## src/verilog/sfb_pkg.sv

```systemverilog
/*
 * Shared constants and types for the serial unit queue-flag and bit-rate
 * block. Assumes a classic Wishbone slave with 32-bit data, 8-bit
 * registers in the low byte of each word, and one 20 MHz clock.
 */
// Function
// - Tx full flag set at eight bytes
// - Tx DMA request while tx queue not full
// - Rx empty flag reflects read queue content
// - Rx DMA request while rx queue not empty
// - Power-on: nearly-empty and rx-empty read 0
// - Mode change resets status and both queues
// - Data byte reads pop the read queue
// - Bit-rate register accessible at any time
// - Bit-rate bit 7 reads zero
// - Prescaler divides by field plus one
// - Divider divides by two to field+1
// - Prescaler output feeds divider in series
// - Width bit selects 8 or 16 bit
package sfb_pkg;
    localparam logic [3:0] SFB_IDX_CTRL   = 4'h0;
    localparam logic [3:0] SFB_IDX_RATE   = 4'h1;
    localparam logic [3:0] SFB_IDX_STATUS = 4'h3;
    localparam logic [3:0] SFB_IDX_DH     = 4'h4;
    localparam logic [3:0] SFB_IDX_DL     = 4'h5;
    localparam logic [3:0] SFB_IDX_IRQ_ST = 4'h8;
    localparam logic [3:0] SFB_IDX_IRQ_EN = 4'h9;
    localparam logic [3:0] SFB_IDX_IRQ_CL = 4'ha;
    localparam logic [3:0] SFB_IDX_LEVEL  = 4'hb;

    localparam int SFB_CTRL_EN    = 0;
    localparam int SFB_CTRL_WIDTH = 1;
    localparam int SFB_CTRL_QUEUE = 2;
    localparam int SFB_CTRL_TXDMA = 3;
    localparam int SFB_CTRL_RXDMA = 4;
    localparam int SFB_CTRL_MSTR  = 5;

    localparam int SFB_ST_RXE = 0;
    localparam int SFB_ST_TXF = 1;
    localparam int SFB_ST_TNE = 2;

    localparam logic [7:0] SFB_CTRL_RST  = 8'h00;
    localparam logic [7:0] SFB_RATE_RST  = 8'h00;
    localparam logic [3:0] SFB_QUEUE_BYTES = 4'h8;
    localparam logic [3:0] SFB_TNE_BYTES = 4'h2;
    localparam logic [3:0] SFB_RATE_MAX  = 4'h8;
    localparam int         SFB_QDEPTH    = 8;
    localparam int         SFB_QAW       = 3;

    typedef struct packed {
        logic       en;
        logic       width16;
        logic       queue_on;
        logic       txdma;
        logic       rxdma;
        logic       master;
    } sfb_ctrl_t;

    typedef struct packed {
        logic       tx_nearly_empty_flag;
        logic       tx_queue_full_flag;
        logic       rx_queue_empty_flag;
    } sfb_status_t;
endpackage

```

## src/verilog/sfb_mem.sv

```systemverilog
/*
 * Small byte queue storage with registered read data.
 * Assumes the owner guards overflow and underflow.
 */
`timescale 1ns/100ps
module sfb_mem
    import sfb_pkg::*;
(
    input  wire logic                 CLK_SYS,
    input  wire logic                 we,
    input  wire logic [SFB_QAW-1:0]   waddr,
    input  wire logic [7:0]           wdata,
    input  wire logic [SFB_QAW-1:0]   raddr,
    output logic      [7:0]           rdata
);
    logic [7:0] mem_r [SFB_QDEPTH];

    always_ff @(posedge CLK_SYS) begin
        if (we) begin
            mem_r[waddr] <= wdata;
        end
    end

    // Registered read: data lags the address by one edge
    always_ff @(posedge CLK_SYS) begin
        rdata <= mem_r[raddr];
    end
endmodule

```

## src/verilog/sfb_top.sv

```systemverilog
/*
 * Queue status flags, DMA requests and master bit-rate generator of a
 * serial unit, with a classic Wishbone register slave.
 * Assumes the shift engine runs on CLK_SYS and hands bytes over through
 * one-cycle strobes; the serial pins themselves sit outside this block.
 */
`timescale 1ns/100ps
module sfb_top
    import sfb_pkg::*;
(
    input  wire logic        CLK_SYS,
    input  wire logic        RST,
    input  wire logic        WB_CYC_I,
    input  wire logic        WB_STB_I,
    input  wire logic        WB_WE_I,
    input  wire logic [5:0]  WB_ADR_I,
    input  wire logic [3:0]  WB_SEL_I,
    input  wire logic [31:0] WB_DAT_I,
    output logic      [31:0] WB_DAT_O,
    output logic             WB_ACK_O,
    input  wire logic        RX_PUSH,
    input  wire logic [7:0]  RX_BYTE,
    input  wire logic        TX_POP,
    output logic      [7:0]  TX_BYTE,
    output logic             TX_AVAIL,
    output logic             TX_DMA_REQ,
    output logic             RX_DMA_REQ,
    output logic             SCK_TICK,
    output logic             SCK_OUT,
    output logic             WIDTH16,
    output logic             IRQ
);
    sfb_ctrl_t        ctrl_r;
    logic [7:0]       rate_r;
    logic [7:0]       ctrl_byte;
    sfb_status_t      status;
    logic             wb_hit;
    logic             wb_wr;
    logic             wb_rd;
    logic             ack_r;
    logic [3:0]       idx;
    logic             mode_chg;
    logic             q_clr;
    logic             q_init_r;
    logic [3:0]       tx_cnt_r;
    logic [3:0]       rx_cnt_r;
    logic [SFB_QAW-1:0] tx_wp_r;
    logic [SFB_QAW-1:0] tx_rp_r;
    logic [SFB_QAW-1:0] rx_wp_r;
    logic [SFB_QAW-1:0] rx_rp_r;
    logic [7:0]       rx_q;
    logic [7:0]       tx_q;
    logic             tx_push;
    logic             tx_pop_ok;
    logic             rx_push_ok;
    logic             rx_pop;
    logic [2:0]       pre_cnt_r;
    logic             pre_tick;
    logic [8:0]       div_cnt_r;
    logic [8:0]       half_lim;
    logic [2:0]       irq_st_r;
    logic [2:0]       irq_en_r;
    logic [2:0]       ev;
    logic [2:0]       irq_clr;
    logic             txf_d_r;
    logic             rxe_d_r;
    logic [7:0]       rd_data;

    // One-hot style address match reused by the write, pop and clear strobes
    function automatic logic at(input logic [3:0] a, input logic [3:0] b);
        return a == b;
    endfunction

    assign idx    = WB_ADR_I[5:2];
    assign wb_hit = WB_CYC_I && WB_STB_I && !ack_r;
    assign wb_wr  = wb_hit && WB_WE_I && WB_SEL_I[0];
    assign wb_rd  = wb_hit && !WB_WE_I;

    assign ctrl_byte = {2'b00, ctrl_r.master, ctrl_r.rxdma, ctrl_r.txdma,
                        ctrl_r.queue_on, ctrl_r.width16, ctrl_r.en};

    // Width, queue mode and enable changes all force the queue reset
    assign mode_chg = wb_wr && at(idx, SFB_IDX_CTRL) &&
        ((WB_DAT_I[SFB_CTRL_WIDTH] != ctrl_r.width16) ||
         (WB_DAT_I[SFB_CTRL_QUEUE] != ctrl_r.queue_on) ||
         (WB_DAT_I[SFB_CTRL_EN] != ctrl_r.en));
    assign q_clr = mode_chg;

    always_ff @(posedge CLK_SYS or posedge RST) begin
        if (RST) begin
            ack_r <= 1'b0;
        end else begin
            ack_r <= wb_hit;
        end
    end
    assign WB_ACK_O = ack_r;

    always_ff @(posedge CLK_SYS or posedge RST) begin
        if (RST) begin
            ctrl_r <= sfb_ctrl_t'(SFB_CTRL_RST[5:0]);
        end else if (wb_wr && at(idx, SFB_IDX_CTRL)) begin
            ctrl_r.en       <= WB_DAT_I[SFB_CTRL_EN];
            ctrl_r.width16  <= WB_DAT_I[SFB_CTRL_WIDTH];
            ctrl_r.queue_on <= WB_DAT_I[SFB_CTRL_QUEUE];
            ctrl_r.txdma    <= WB_DAT_I[SFB_CTRL_TXDMA];
            ctrl_r.rxdma    <= WB_DAT_I[SFB_CTRL_RXDMA];
            ctrl_r.master   <= WB_DAT_I[SFB_CTRL_MSTR];
        end
    end
    assign WIDTH16 = ctrl_r.width16;

    // No busy interlock: rate writes land whenever the bus asks
    always_ff @(posedge CLK_SYS or posedge RST) begin
        if (RST) begin
            rate_r <= SFB_RATE_RST;
        end else if (wb_wr && at(idx, SFB_IDX_RATE)) begin
            rate_r <= {1'b0, WB_DAT_I[6:0]};
        end
    end

    // Queue-reset marker: set by a mode change, not by power-on reset
    always_ff @(posedge CLK_SYS or posedge RST) begin
        if (RST) begin
            q_init_r <= 1'b0;
        end else if (q_clr) begin
            q_init_r <= 1'b1;
        end
    end

    assign tx_push    = wb_wr && at(idx, SFB_IDX_DL) &&
                        (tx_cnt_r != SFB_QUEUE_BYTES);
    assign tx_pop_ok  = TX_POP && (tx_cnt_r != 4'h0);
    assign rx_push_ok = RX_PUSH && (rx_cnt_r != SFB_QUEUE_BYTES);
    // Low byte read pops in both widths; high byte pops too in 16-bit
    assign rx_pop = wb_rd && (rx_cnt_r != 4'h0) &&
        (at(idx, SFB_IDX_DL) ||
         (ctrl_r.width16 && at(idx, SFB_IDX_DH)));

    always_ff @(posedge CLK_SYS or posedge RST) begin
        if (RST) begin
            tx_cnt_r <= 4'h0;
            tx_wp_r  <= '0;
            tx_rp_r  <= '0;
        end else if (q_clr) begin
            tx_cnt_r <= 4'h0;
            tx_wp_r  <= '0;
            tx_rp_r  <= '0;
        end else begin
            if (tx_push) begin
                tx_wp_r <= tx_wp_r + 3'h1;
            end
            if (tx_pop_ok) begin
                tx_rp_r <= tx_rp_r + 3'h1;
            end
            tx_cnt_r <= tx_cnt_r + {3'h0, tx_push} - {3'h0, tx_pop_ok};
        end
    end

    always_ff @(posedge CLK_SYS or posedge RST) begin
        if (RST) begin
            rx_cnt_r <= 4'h0;
            rx_wp_r  <= '0;
            rx_rp_r  <= '0;
        end else if (q_clr) begin
            rx_cnt_r <= 4'h0;
            rx_wp_r  <= '0;
            rx_rp_r  <= '0;
        end else begin
            if (rx_push_ok) begin
                rx_wp_r <= rx_wp_r + 3'h1;
            end
            if (rx_pop) begin
                rx_rp_r <= rx_rp_r + 3'h1;
            end
            rx_cnt_r <= rx_cnt_r + {3'h0, rx_push_ok} - {3'h0, rx_pop};
        end
    end

    sfb_mem u_tx_mem (
        .CLK_SYS (CLK_SYS),
        .we      (tx_push),
        .waddr   (tx_wp_r),
        .wdata   (WB_DAT_I[7:0]),
        .raddr   (tx_rp_r),
        .rdata   (tx_q)
    );

    sfb_mem u_rx_mem (
        .CLK_SYS (CLK_SYS),
        .we      (rx_push_ok),
        .waddr   (rx_wp_r),
        .wdata   (RX_BYTE),
        .raddr   (rx_rp_r),
        .rdata   (rx_q)
    );

    assign TX_BYTE  = tx_q;
    assign TX_AVAIL = tx_cnt_r != 4'h0;

    // Before any mode change the two low-going flags read 0, after it
    // they follow the queues when queue mode is on, else stay 0.
    // Two bytes are one word in 16-bit width, so one threshold serves
    always_comb begin
        status.tx_queue_full_flag = tx_cnt_r == SFB_QUEUE_BYTES;
        status.rx_queue_empty_flag = q_init_r && ctrl_r.queue_on &&
                                     (rx_cnt_r == 4'h0);
        status.tx_nearly_empty_flag = q_init_r && ctrl_r.queue_on &&
            (tx_cnt_r <= SFB_TNE_BYTES);
    end

    // DMA requests run only in queue mode with the block enabled
    assign TX_DMA_REQ = ctrl_r.queue_on && ctrl_r.txdma && ctrl_r.en &&
                        !status.tx_queue_full_flag;
    assign RX_DMA_REQ = ctrl_r.queue_on && ctrl_r.rxdma && ctrl_r.en &&
                        (rx_cnt_r != 4'h0);

    // Prescaler on the bus clock, one tick every field+1 cycles
    always_ff @(posedge CLK_SYS or posedge RST) begin
        if (RST) begin
            pre_cnt_r <= 3'h0;
        end else if (!ctrl_r.en || !ctrl_r.master || pre_tick) begin
            pre_cnt_r <= 3'h0;
        end else begin
            pre_cnt_r <= pre_cnt_r + 3'h1;
        end
    end
    assign pre_tick = ctrl_r.en && ctrl_r.master &&
                      (pre_cnt_r == rate_r[6:4]);

    // Reserved codes clamp to the largest divisor
    assign half_lim = (rate_r[3:0] > SFB_RATE_MAX) ? 9'h100 :
                      9'(9'h1 << rate_r[3:0]);

    // Divider counts prescaler ticks only, so the ratios multiply
    always_ff @(posedge CLK_SYS or posedge RST) begin
        if (RST) begin
            div_cnt_r <= 9'h0;
            SCK_OUT   <= 1'b0;
        end else if (!ctrl_r.en || !ctrl_r.master) begin
            div_cnt_r <= 9'h0;
            SCK_OUT   <= 1'b0;
        end else if (pre_tick) begin
            // At or past the limit: a smaller rate takes hold at once
            if (div_cnt_r >= half_lim - 9'h1) begin
                div_cnt_r <= 9'h0;
                SCK_OUT   <= !SCK_OUT;
            end else begin
                div_cnt_r <= div_cnt_r + 9'h1;
            end
        end
    end
    assign SCK_TICK = pre_tick && (div_cnt_r >= half_lim - 9'h1);

    // Interrupt sources: mode change, tx queue became full, rx queue got data
    always_ff @(posedge CLK_SYS or posedge RST) begin
        if (RST) begin
            txf_d_r <= 1'b0;
            rxe_d_r <= 1'b1;
        end else begin
            txf_d_r <= status.tx_queue_full_flag;
            rxe_d_r <= rx_cnt_r == 4'h0;
        end
    end
    assign ev = {mode_chg, status.tx_queue_full_flag && !txf_d_r,
                 (rx_cnt_r != 4'h0) && rxe_d_r};
    assign irq_clr = (wb_wr && at(idx, SFB_IDX_IRQ_CL)) ?
                     WB_DAT_I[2:0] : 3'h0;

    // Set beats clear in the same cycle
    always_ff @(posedge CLK_SYS or posedge RST) begin
        if (RST) begin
            irq_st_r <= 3'h0;
        end else begin
            irq_st_r <= (irq_st_r & ~irq_clr) | ev;
        end
    end

    always_ff @(posedge CLK_SYS or posedge RST) begin
        if (RST) begin
            irq_en_r <= 3'h0;
        end else if (wb_wr && at(idx, SFB_IDX_IRQ_EN)) begin
            irq_en_r <= WB_DAT_I[2:0];
        end
    end
    assign IRQ = |(irq_st_r & irq_en_r);

    always_comb begin
        rd_data = 8'h00;
        case (idx)
            SFB_IDX_CTRL:   rd_data = ctrl_byte;
            SFB_IDX_RATE:   rd_data = rate_r;
            SFB_IDX_STATUS: rd_data = {5'h00, status};
            SFB_IDX_DH:     rd_data = ctrl_r.width16 ? rx_q : 8'h00;
            SFB_IDX_DL:     rd_data = rx_q;
            SFB_IDX_IRQ_ST: rd_data = {5'h00, irq_st_r};
            SFB_IDX_IRQ_EN: rd_data = {5'h00, irq_en_r};
            SFB_IDX_LEVEL:  rd_data = {tx_cnt_r, rx_cnt_r};
            default:        rd_data = 8'h00;
        endcase
    end

    always_ff @(posedge CLK_SYS or posedge RST) begin
        if (RST) begin
            WB_DAT_O <= 32'h0;
        end else if (wb_rd) begin
            WB_DAT_O <= {24'h0, rd_data};
        end
    end
endmodule
```

## config.mk

```make
export PLATFORM = sky130hd
export DESIGN_NAME = sfb_top
export DESIGN_NICKNAME = d
export VERILOG_FILES = /design/src/verilog/sfb_pkg.sv /design/src/verilog/sfb_mem.sv /design/src/verilog/sfb_top.sv
export SDC_FILE = /design/constraint.sdc
export NUM_CORES = 1
export LEC_CHECK = 0
export BUFFER_PORTS_ARGS = -buffer_cell sky130_fd_sc_hd__buf_2
export CAP_MARGIN = 30
export CELL_PAD_IN_SITES_DETAIL_PLACEMENT = 1
export CELL_PAD_IN_SITES_GLOBAL_PLACEMENT = 1
export CORE_MARGIN = 8
export CORE_UTILIZATION = 47
export CTS_CLUSTER_SIZE = 12
export DETAILED_ROUTE_END_ITERATION = 8
export PLACE_DENSITY_LB_ADDON = 0.2
export RECOVER_POWER = 25
export REMOVE_ABC_BUFFERS = 1
export SYNTH_ARGS = -nofsm -noshare
export SYNTH_HDL_FRONTEND = slang
export SYNTH_SLANG_ARGS = --single-unit
```

## constraint.sdc

```tcl
create_clock -name CLK_SYS -period 6.1 [get_ports CLK_SYS]
set_input_delay 0.915 -clock CLK_SYS [delete_from_list [all_inputs] [get_ports CLK_SYS]]
set_output_delay 0.915 -clock CLK_SYS [all_outputs]
set_load 0.01 [all_outputs]
```

==> results.toml, run 1 <==
[outcome]
status = "finished, final reports clean"

[die]
rows = 51
ioPinCount = 105
core_um2 = 19400
initial_utilization_pct = 47.8
die-area_um2 = 24500
die_h_um = 156
fp.dieW_um = 156

[clock_network]
postCtsSetupBuffers = 0
tritoncts = "yes"
cts.clk_slew.worst_paths_ns = 0.06
cts_resized = 0
cts_buffer_depth = 3
cts-root-buf = "clkbuf_16"
cts_sinks = 208
postCtsHoldBufs = 0
cts_buffers = 23
cts-htree-levels = 1
insertion_delay_ns = 0.51

[yosys]
synth.area.top_cells = "edfxtp_1 (41%), dfrtp_1 (17%), mux4_2 (8.0%)"
synth-main-ff-cell = "edfxtp_1"
ys_types = 65
async_reset_ff_share_pct = 30.8
netlist_instances = 638
synth_enable_flop_cells = 128
netlist_area_um2 = 9260
synth_top_area_share_pct = 41.5
seq_area_frac_synth_pct = 62.3
synth_largest_area_cell = "edfxtp_1"
ys_ff_latch = 208
yosysWarningCount = 0
synth_area_per_cell_um2 = 14.5

[worst_setup_path]
cp_top_family = "compound AO/OA/AOI/OAI gates"
cp_cell_sequence = "nor3_1 > nand2b_1 > ha_1 > nor3_1 > a21o_1 > a32oi_1 > ha_1 > a211oi_1 > o21bai_1 > a211oi_4 > nor3_1 > buf_2"
slowest_stage = "a211oi_4"
ff2ff_path_depth = 12
startpoint_type = "flip-flop"
arrival_ns = 3.95
worst-path-stages = 12
end_kind = "primary output"
cp_max_fo = 17
cp_slowest_stage_delay_ns = 0.60
cpMostUsedCell = "nor3_1"
worstPathRequired_ns = 5.18
critical_path_buf_inv_count = 1
path_class = "reg -> out"

[place]
gp_congestion = 0.815
dp_hpwl_um = 14400
port_buffers = 51

[detailed_routing]
remaining_drc_errors = 0
vias = 5358
via_per_inst = 5.49
drtAntennaViolNets = 0
wire_per_inst_um = 21.5
drt_iter0_markers = 281
finalWirelength_um = 21000
firstDrtPassIters = 4

[timing]
final_max_slew_viol_count = 0
finalHoldViolCount = 0
setup_tns_ns = 0
fin_skew_ns = 0.0152
finalCriticalPeriod_ns = 4.86
timing.hold.ws_ns = 0.469
rsz0062_at_grt = "no"
period_share_pct = 79.7
worst_pin_slew_ns = 0.967
max_slew_margin_pct = 35.3
timing.fmax_ghz = 0.206
setup_viol = 0

[power_and_ir_drop]
internal_power_mw = 2.95
p_sw_mw = 1.13
vdd_ir_drop_max_mv = 0.241
combPwrFrac_pct = 20.0
p_leak_nw = 4.01
pwr-share-clk_pct = 34.0
p_sw_share_pct = 27.7
cellPowerDensity_nw_per_um2 = 391
p_seq_share_pct = 46.0

[cells_and_area]
area.growth.synth_to_final_pct = 12.7
fill_cells = 1960
final_net_count = 782
regArea_um2 = 5770
antennaDiodeCount = 0
layout-drive-gt1-share_pct = 22.9
final_common_cell = "edfxtp_1"
multiInputGateArea_um2 = 3190
final_cell_mix = "edfxtp_1 (128), dfrtp_1 (63), nand2_1 (50)"

[global_route]
grt.overflow.total = 0
grt_max_degree = 65
grt_pass1_wl_um = 33800
antenna_found_initial = 0
grt_pass1_vias = 5955
grt_use_total_pct = 17.8

[worst_hold_path]
hold_depth = 1
hp-class = "reg -> reg"

[flow_run]
maxCapViolCount = 0
registers in the layout, summed over array words and instances, names as in the netlist, 4 cells and up:
| signal | flops |
|---|---|
| tx_cnt_r | 4 |
| u_rx_mem.rdata | 8 |
| ctrl_byte | 5 |
| rate_r | 7 |
| WB_DAT_O | 8 |
| rx_cnt_r | 4 |
| u_tx_mem.mem_r | 64 |
| u_rx_mem.mem_r | 64 |
| div_cnt_r | 9 |
| u_tx_mem.rdata | 8 |
power by group through the flow:
| stage | clock network (mW) | registers [mW] | logic, mW |
|---|---|---|---|
| after floorplan | 0 | 1.86 | 0.547 |
| after global routing | 1.47 | 1.90 | 0.917 |
| final | 1.39 | 1.88 | 0.816 |
| after CTS | 1.41 | 1.88 | 0.841 |
| after global placement | 0 | 1.92 | 0.729 |
| after detailed placement | 0 | 1.91 | 0.829 |
cell families after synthesis:
| family | synth area share [%] |
|---|---|
| buf+inv | 4.27 |
| compound gates | 5.19 |
| flops | 62.3 |
| xor+xnor | 1.70 |
| mux | 12.7 |
| simple gates | 9.54 |
| other cells | 0.0405 |
| fa+ha+maj | 4.35 |
per-layer routing:
metal | share of wire, % | up-vias | global-route usage [%] | wire length (um)
met1 | 44 | 2792 | 23.5 | 9180
li1 | - | 2439 | - | -
met5 | 0 | - | 0 | 0
met4 | 1.1 | 0 | 3.71 | 239
met2 | 50 | 108 | 30.6 | 10600
met3 | 4.7 | 19 | 3.03 | 979
final timing paths:
path                                start           end  slack, ns
worst max-delay path            rate_r[2]      SCK_TICK       1.24
worst min register to register   q_init_r      q_init_r       0.47
min in group asynchronous             RST       SCK_OUT       0.67
worst min-delay path             q_init_r      q_init_r       0.47
max in group asynchronous             RST   WB_DAT_O[7]       4.84
worst max register to register  rate_r[2]  div_cnt_r[8]       2.46
worst reg2reg max path: stages, from the launching register on:
cell      delay, ns
dfrtp_1        0.52
nor3_1         0.37
nand2b_1       0.14
ha_1           0.30
nor3_1         0.28
a21o_1         0.13
a32oi_1        0.11
ha_1           0.33
a211oi_1       0.25
o21bai_1       0.15
a211oi_4       0.60
o211ai_1       0.18
a31oi_1        0.21
stage by stage:
step / cells / util [%] / total power, mW / setup slack [ns] / instance area [um2]
after floorplan: 611 / - / 2.41 / 2.42 / 9030
after global placement: 931 / 49.7 / 2.65 / 1.97 / 9650
after detailed placement: 933 / 50.0 / 2.74 / 1.83 / 9690
after CTS: 975 / 53.9 / 4.13 / 1.23 / 10500
after global routing: 976 / 53.8 / 4.29 / 0.850 / 10400
final: 976 / 53.8 / 4.08 / 1.24 / 10400
synthesized netlist by cell type (3+ instances only):
cell type,count
a22oi_1,3
o21ai_0,10
a21o_1,7
nor2b_1,12
inv_1,21
a222oi_1,5
edfxtp_1,128
mux4_2,33
nand2_1,50
a31oi_1,6
nand3_1,15
dfxtp_1,16
xor2_1,4
clkbuf_1,8
a21oi_1,17
nor3_2,4
mux2_2,30
buf_1,3
or3_4,3
buf_4,27
mux2i_1,7
dfrtp_1,63
xnor2_1,14
nor2_1,38
nand2b_1,7
nor3_1,14
ha_1,29
and3_1,4
buf_2,9
o21ai_1,6
cell type report:
| type | instances | area share [%] |
|---|---|---|
| clock buffer | 35 | 6.42 |
| clock inverter | 7 | 0.839 |
| inverter | 21 | 0.755 |
| multi-input combinational | 382 | 30.5 |
| sequential | 208 | 55.2 |
| tap | 265 | 3.18 |
| timing repair buffer | 58 | 3.04 |
Note: power is estimated with default switching activity, not from simulation.
==> inputs of run 2 (changes only) <==
- clock period: 6.1 -> 5.07 ns (I/O delays scaled with it)
==> run 2 against run 1 <==
Against the previous run: sequential share of layout area rose by 0.12 points; hold slack improved by 0.0086 ns; global-route usage fell by 0.85 points; core utilization fell by 0.12 points; clock power rose by 14%; critical path type unchanged; first-iteration DRC count rose by 8.2%; setup slack got worse by 0.72 ns; register-to-register slack got worse by 0.85 ns.
==> results.toml, run 2 (same netlist as run 1, synthesis figures left out) <==
[worst_setup_path]
regToRegEndpoint = "div_cnt_r[7]"
critPathCapture = "SCK_TICK"
cp-startpoint = "rate_r[2]"
slowest_stage = "dfrtp_1"
r2r_slack_ns = 1.61
cpMostUsedCell = "nor3_1"
path_class = "reg -> out"
cp_slowest_stage_delay_ns = 0.50
r2r_start = "rate_r[2]"
cp_cell_sequence = "nor3_1 > nand2b_1 > ha_1 > nor3_1 > a21o_1 > a32oi_1 > ha_1 > a211oi_1 > o21bai_1 > a211oi_4 > buf_4 > nor3_1 > buf_2"
arrival_ns = 3.80
worstPathRequired_ns = 4.31
startpoint_type = "flip-flop"
cp_max_fo = 17
end_kind = "primary output"
ff2ff_path_depth = 13

[die]
initial_utilization_pct = 47.8
die-area_um2 = 24500
die_h_um = 156
fp.dieW_um = 156
core_um2 = 19400
ioPinCount = 105
rows = 51

[global_route]
grt_pass1_vias = 5945
antenna_found_initial = 0
grt_pass1_wl_um = 32700
grt_max_degree = 65
grt_use_total_pct = 17.0
grt.overflow.total = 0

[cells_and_area]
final_net_count = 783
top_regs = "u_rx_mem.mem_r x64, u_tx_mem.mem_r x64, div_cnt_r x9"
area.growth.synth_to_final_pct = 12.5
final_cells = 978
layout-drive-gt1-share_pct = 22.7
final_common_cell = "edfxtp_1"
antennaDiodeCount = 0
final_cell_mix = "edfxtp_1 (128), dfrtp_1 (63), nand2_1 (50)"

[timing]
timing.fmax_ghz = 0.219
worst_pin_slew_ns = 0.924
finalHoldViolCount = 0
finalCriticalPeriod_ns = 4.56
rsz0062_at_grt = "no"
fin_skew_ns = 0.0170
setup_viol = 0
final_max_slew_viol_count = 0
setup_tns_ns = 0
period_share_pct = 89.9
max_slew_margin_pct = 38.2

[clock_network]
cts_resized = 0
postCtsHoldBufs = 0
insertion_delay_ns = 0.50
cts_buffers = 24
cts_buffer_depth = 3
tritoncts = "yes"
postCtsSetupBuffers = 0
cts-root-buf = "clkbuf_16"
cts_sinks = 208
cts.clk_slew.worst_paths_ns = 0.06
cts-htree-levels = 1

[power_and_ir_drop]
internal_power_mw = 3.47
p_sw_mw = 1.34
p_leak_nw = 3.99
combPwrFrac_pct = 20.1
pwr-share-clk_pct = 33.1
vdd_ir_drop_max_mv = 0.273
p_sw_share_pct = 27.9
cellPowerDensity_nw_per_um2 = 462
p_seq_share_pct = 46.8

[detailed_routing]
finalWirelength_um = 20200
drt_iter0_markers = 304
drtAntennaViolNets = 0
vias = 5329
remaining_drc_errors = 0
wire_per_inst_um = 20.6
via_per_inst = 5.45
firstDrtPassIters = 5

[place]
gp_congestion = 0.799
port_buffers = 51
dpl.cell_count = 934
dp_hpwl_um = 14300

[worst_hold_path]
hp-class = "reg -> reg"

[flow_run]
maxCapViolCount = 0

[outcome]
status = "finished, final reports clean"
## run 2: changes by cell type in the layout (fill, tap and decap cells not counted)
cell / before / now
clkinv_1: 1 / 3
clkbuf_1: 21 / 22
bufinv_16: 2 / 0
clkinvlp_4: 0 / 2
inv_6: 1 / 0
clkbuf_16: 23 / 25
inv_8: 0 / 1
clkbuf_8: 5 / 2
## run 2: final cells by class
cell class              instances  area, um2
fillers                      1942       8980
flip-flops and latches        208       5770
multi-input cells             382       3190
clock buffers                  35        683
well taps                     265        332
repair buffers                 58        318
inverters                      21       78.8
clock inverters                 9       52.6
## run 2: how the worst min path moves through the flow
| stage | start | to | slack (ns) | cells after the start |
|---|---|---|---|---|
| 5_1_grt | q_init_r | q_init_r | 0.50 | 1 |
| 2_1_floorplan | q_init_r | q_init_r | 0.44 | 1 |
| 3_3_place_gp | q_init_r | q_init_r | 0.47 | 1 |
| 3_5_place_dp | q_init_r | q_init_r | 0.47 | 1 |
| 4_1_cts | q_init_r | q_init_r | 0.48 | 1 |
| 6_report | q_init_r | q_init_r | 0.48 | 1 |
## run 2: power groups by stage
stage                     registers [mW]  logic (mW)  clock network [mW]
after global routing                2.29        1.09                1.69
final                               2.26       0.967                1.59
after floorplan                     2.24       0.658                   0
after CTS                           2.26       0.996                1.63
after detailed placement            2.29       0.989                   0
after global placement              2.31       0.878                   0
## run 2: critical path, delay by kind of cell, from the launching register on
| family | cells | cell delay (ns) |
|---|---|---|
| adders and majority gates | 2 | 0.63 |
| and+or+nand+nor | 4 | 0.84 |
| DFF | 1 | 0.50 |
| buffers and inverters | 2 | 0.42 |
| AOI/OAI and AO/OA | 5 | 0.89 |
## run 2: layer usage
layer	wire, um	vias up	global-route usage [%]
li1	-	2440	-
met1	8910	2762	22.5
met2	10100	105	28.9
met3	915	22	3.09
met4	254	0	3.34
met5	0	-	0
## run 2: metrics by stage
stage          hold WS, ns  total power [mW]  instance area, um2  worst slack (ns)  utilization, %
2_1_floorplan        0.440              2.90                9030              1.55               -
3_3_place_gp         0.466              3.19                9660              1.28            49.8
3_5_place_dp         0.466              3.28                9700              1.05            50.0
4_1_cts              0.481              4.89               10400             0.482            53.8
5_1_grt              0.498              5.07               10400             0.206            53.7
6_report             0.478              4.82               10400             0.514            53.7
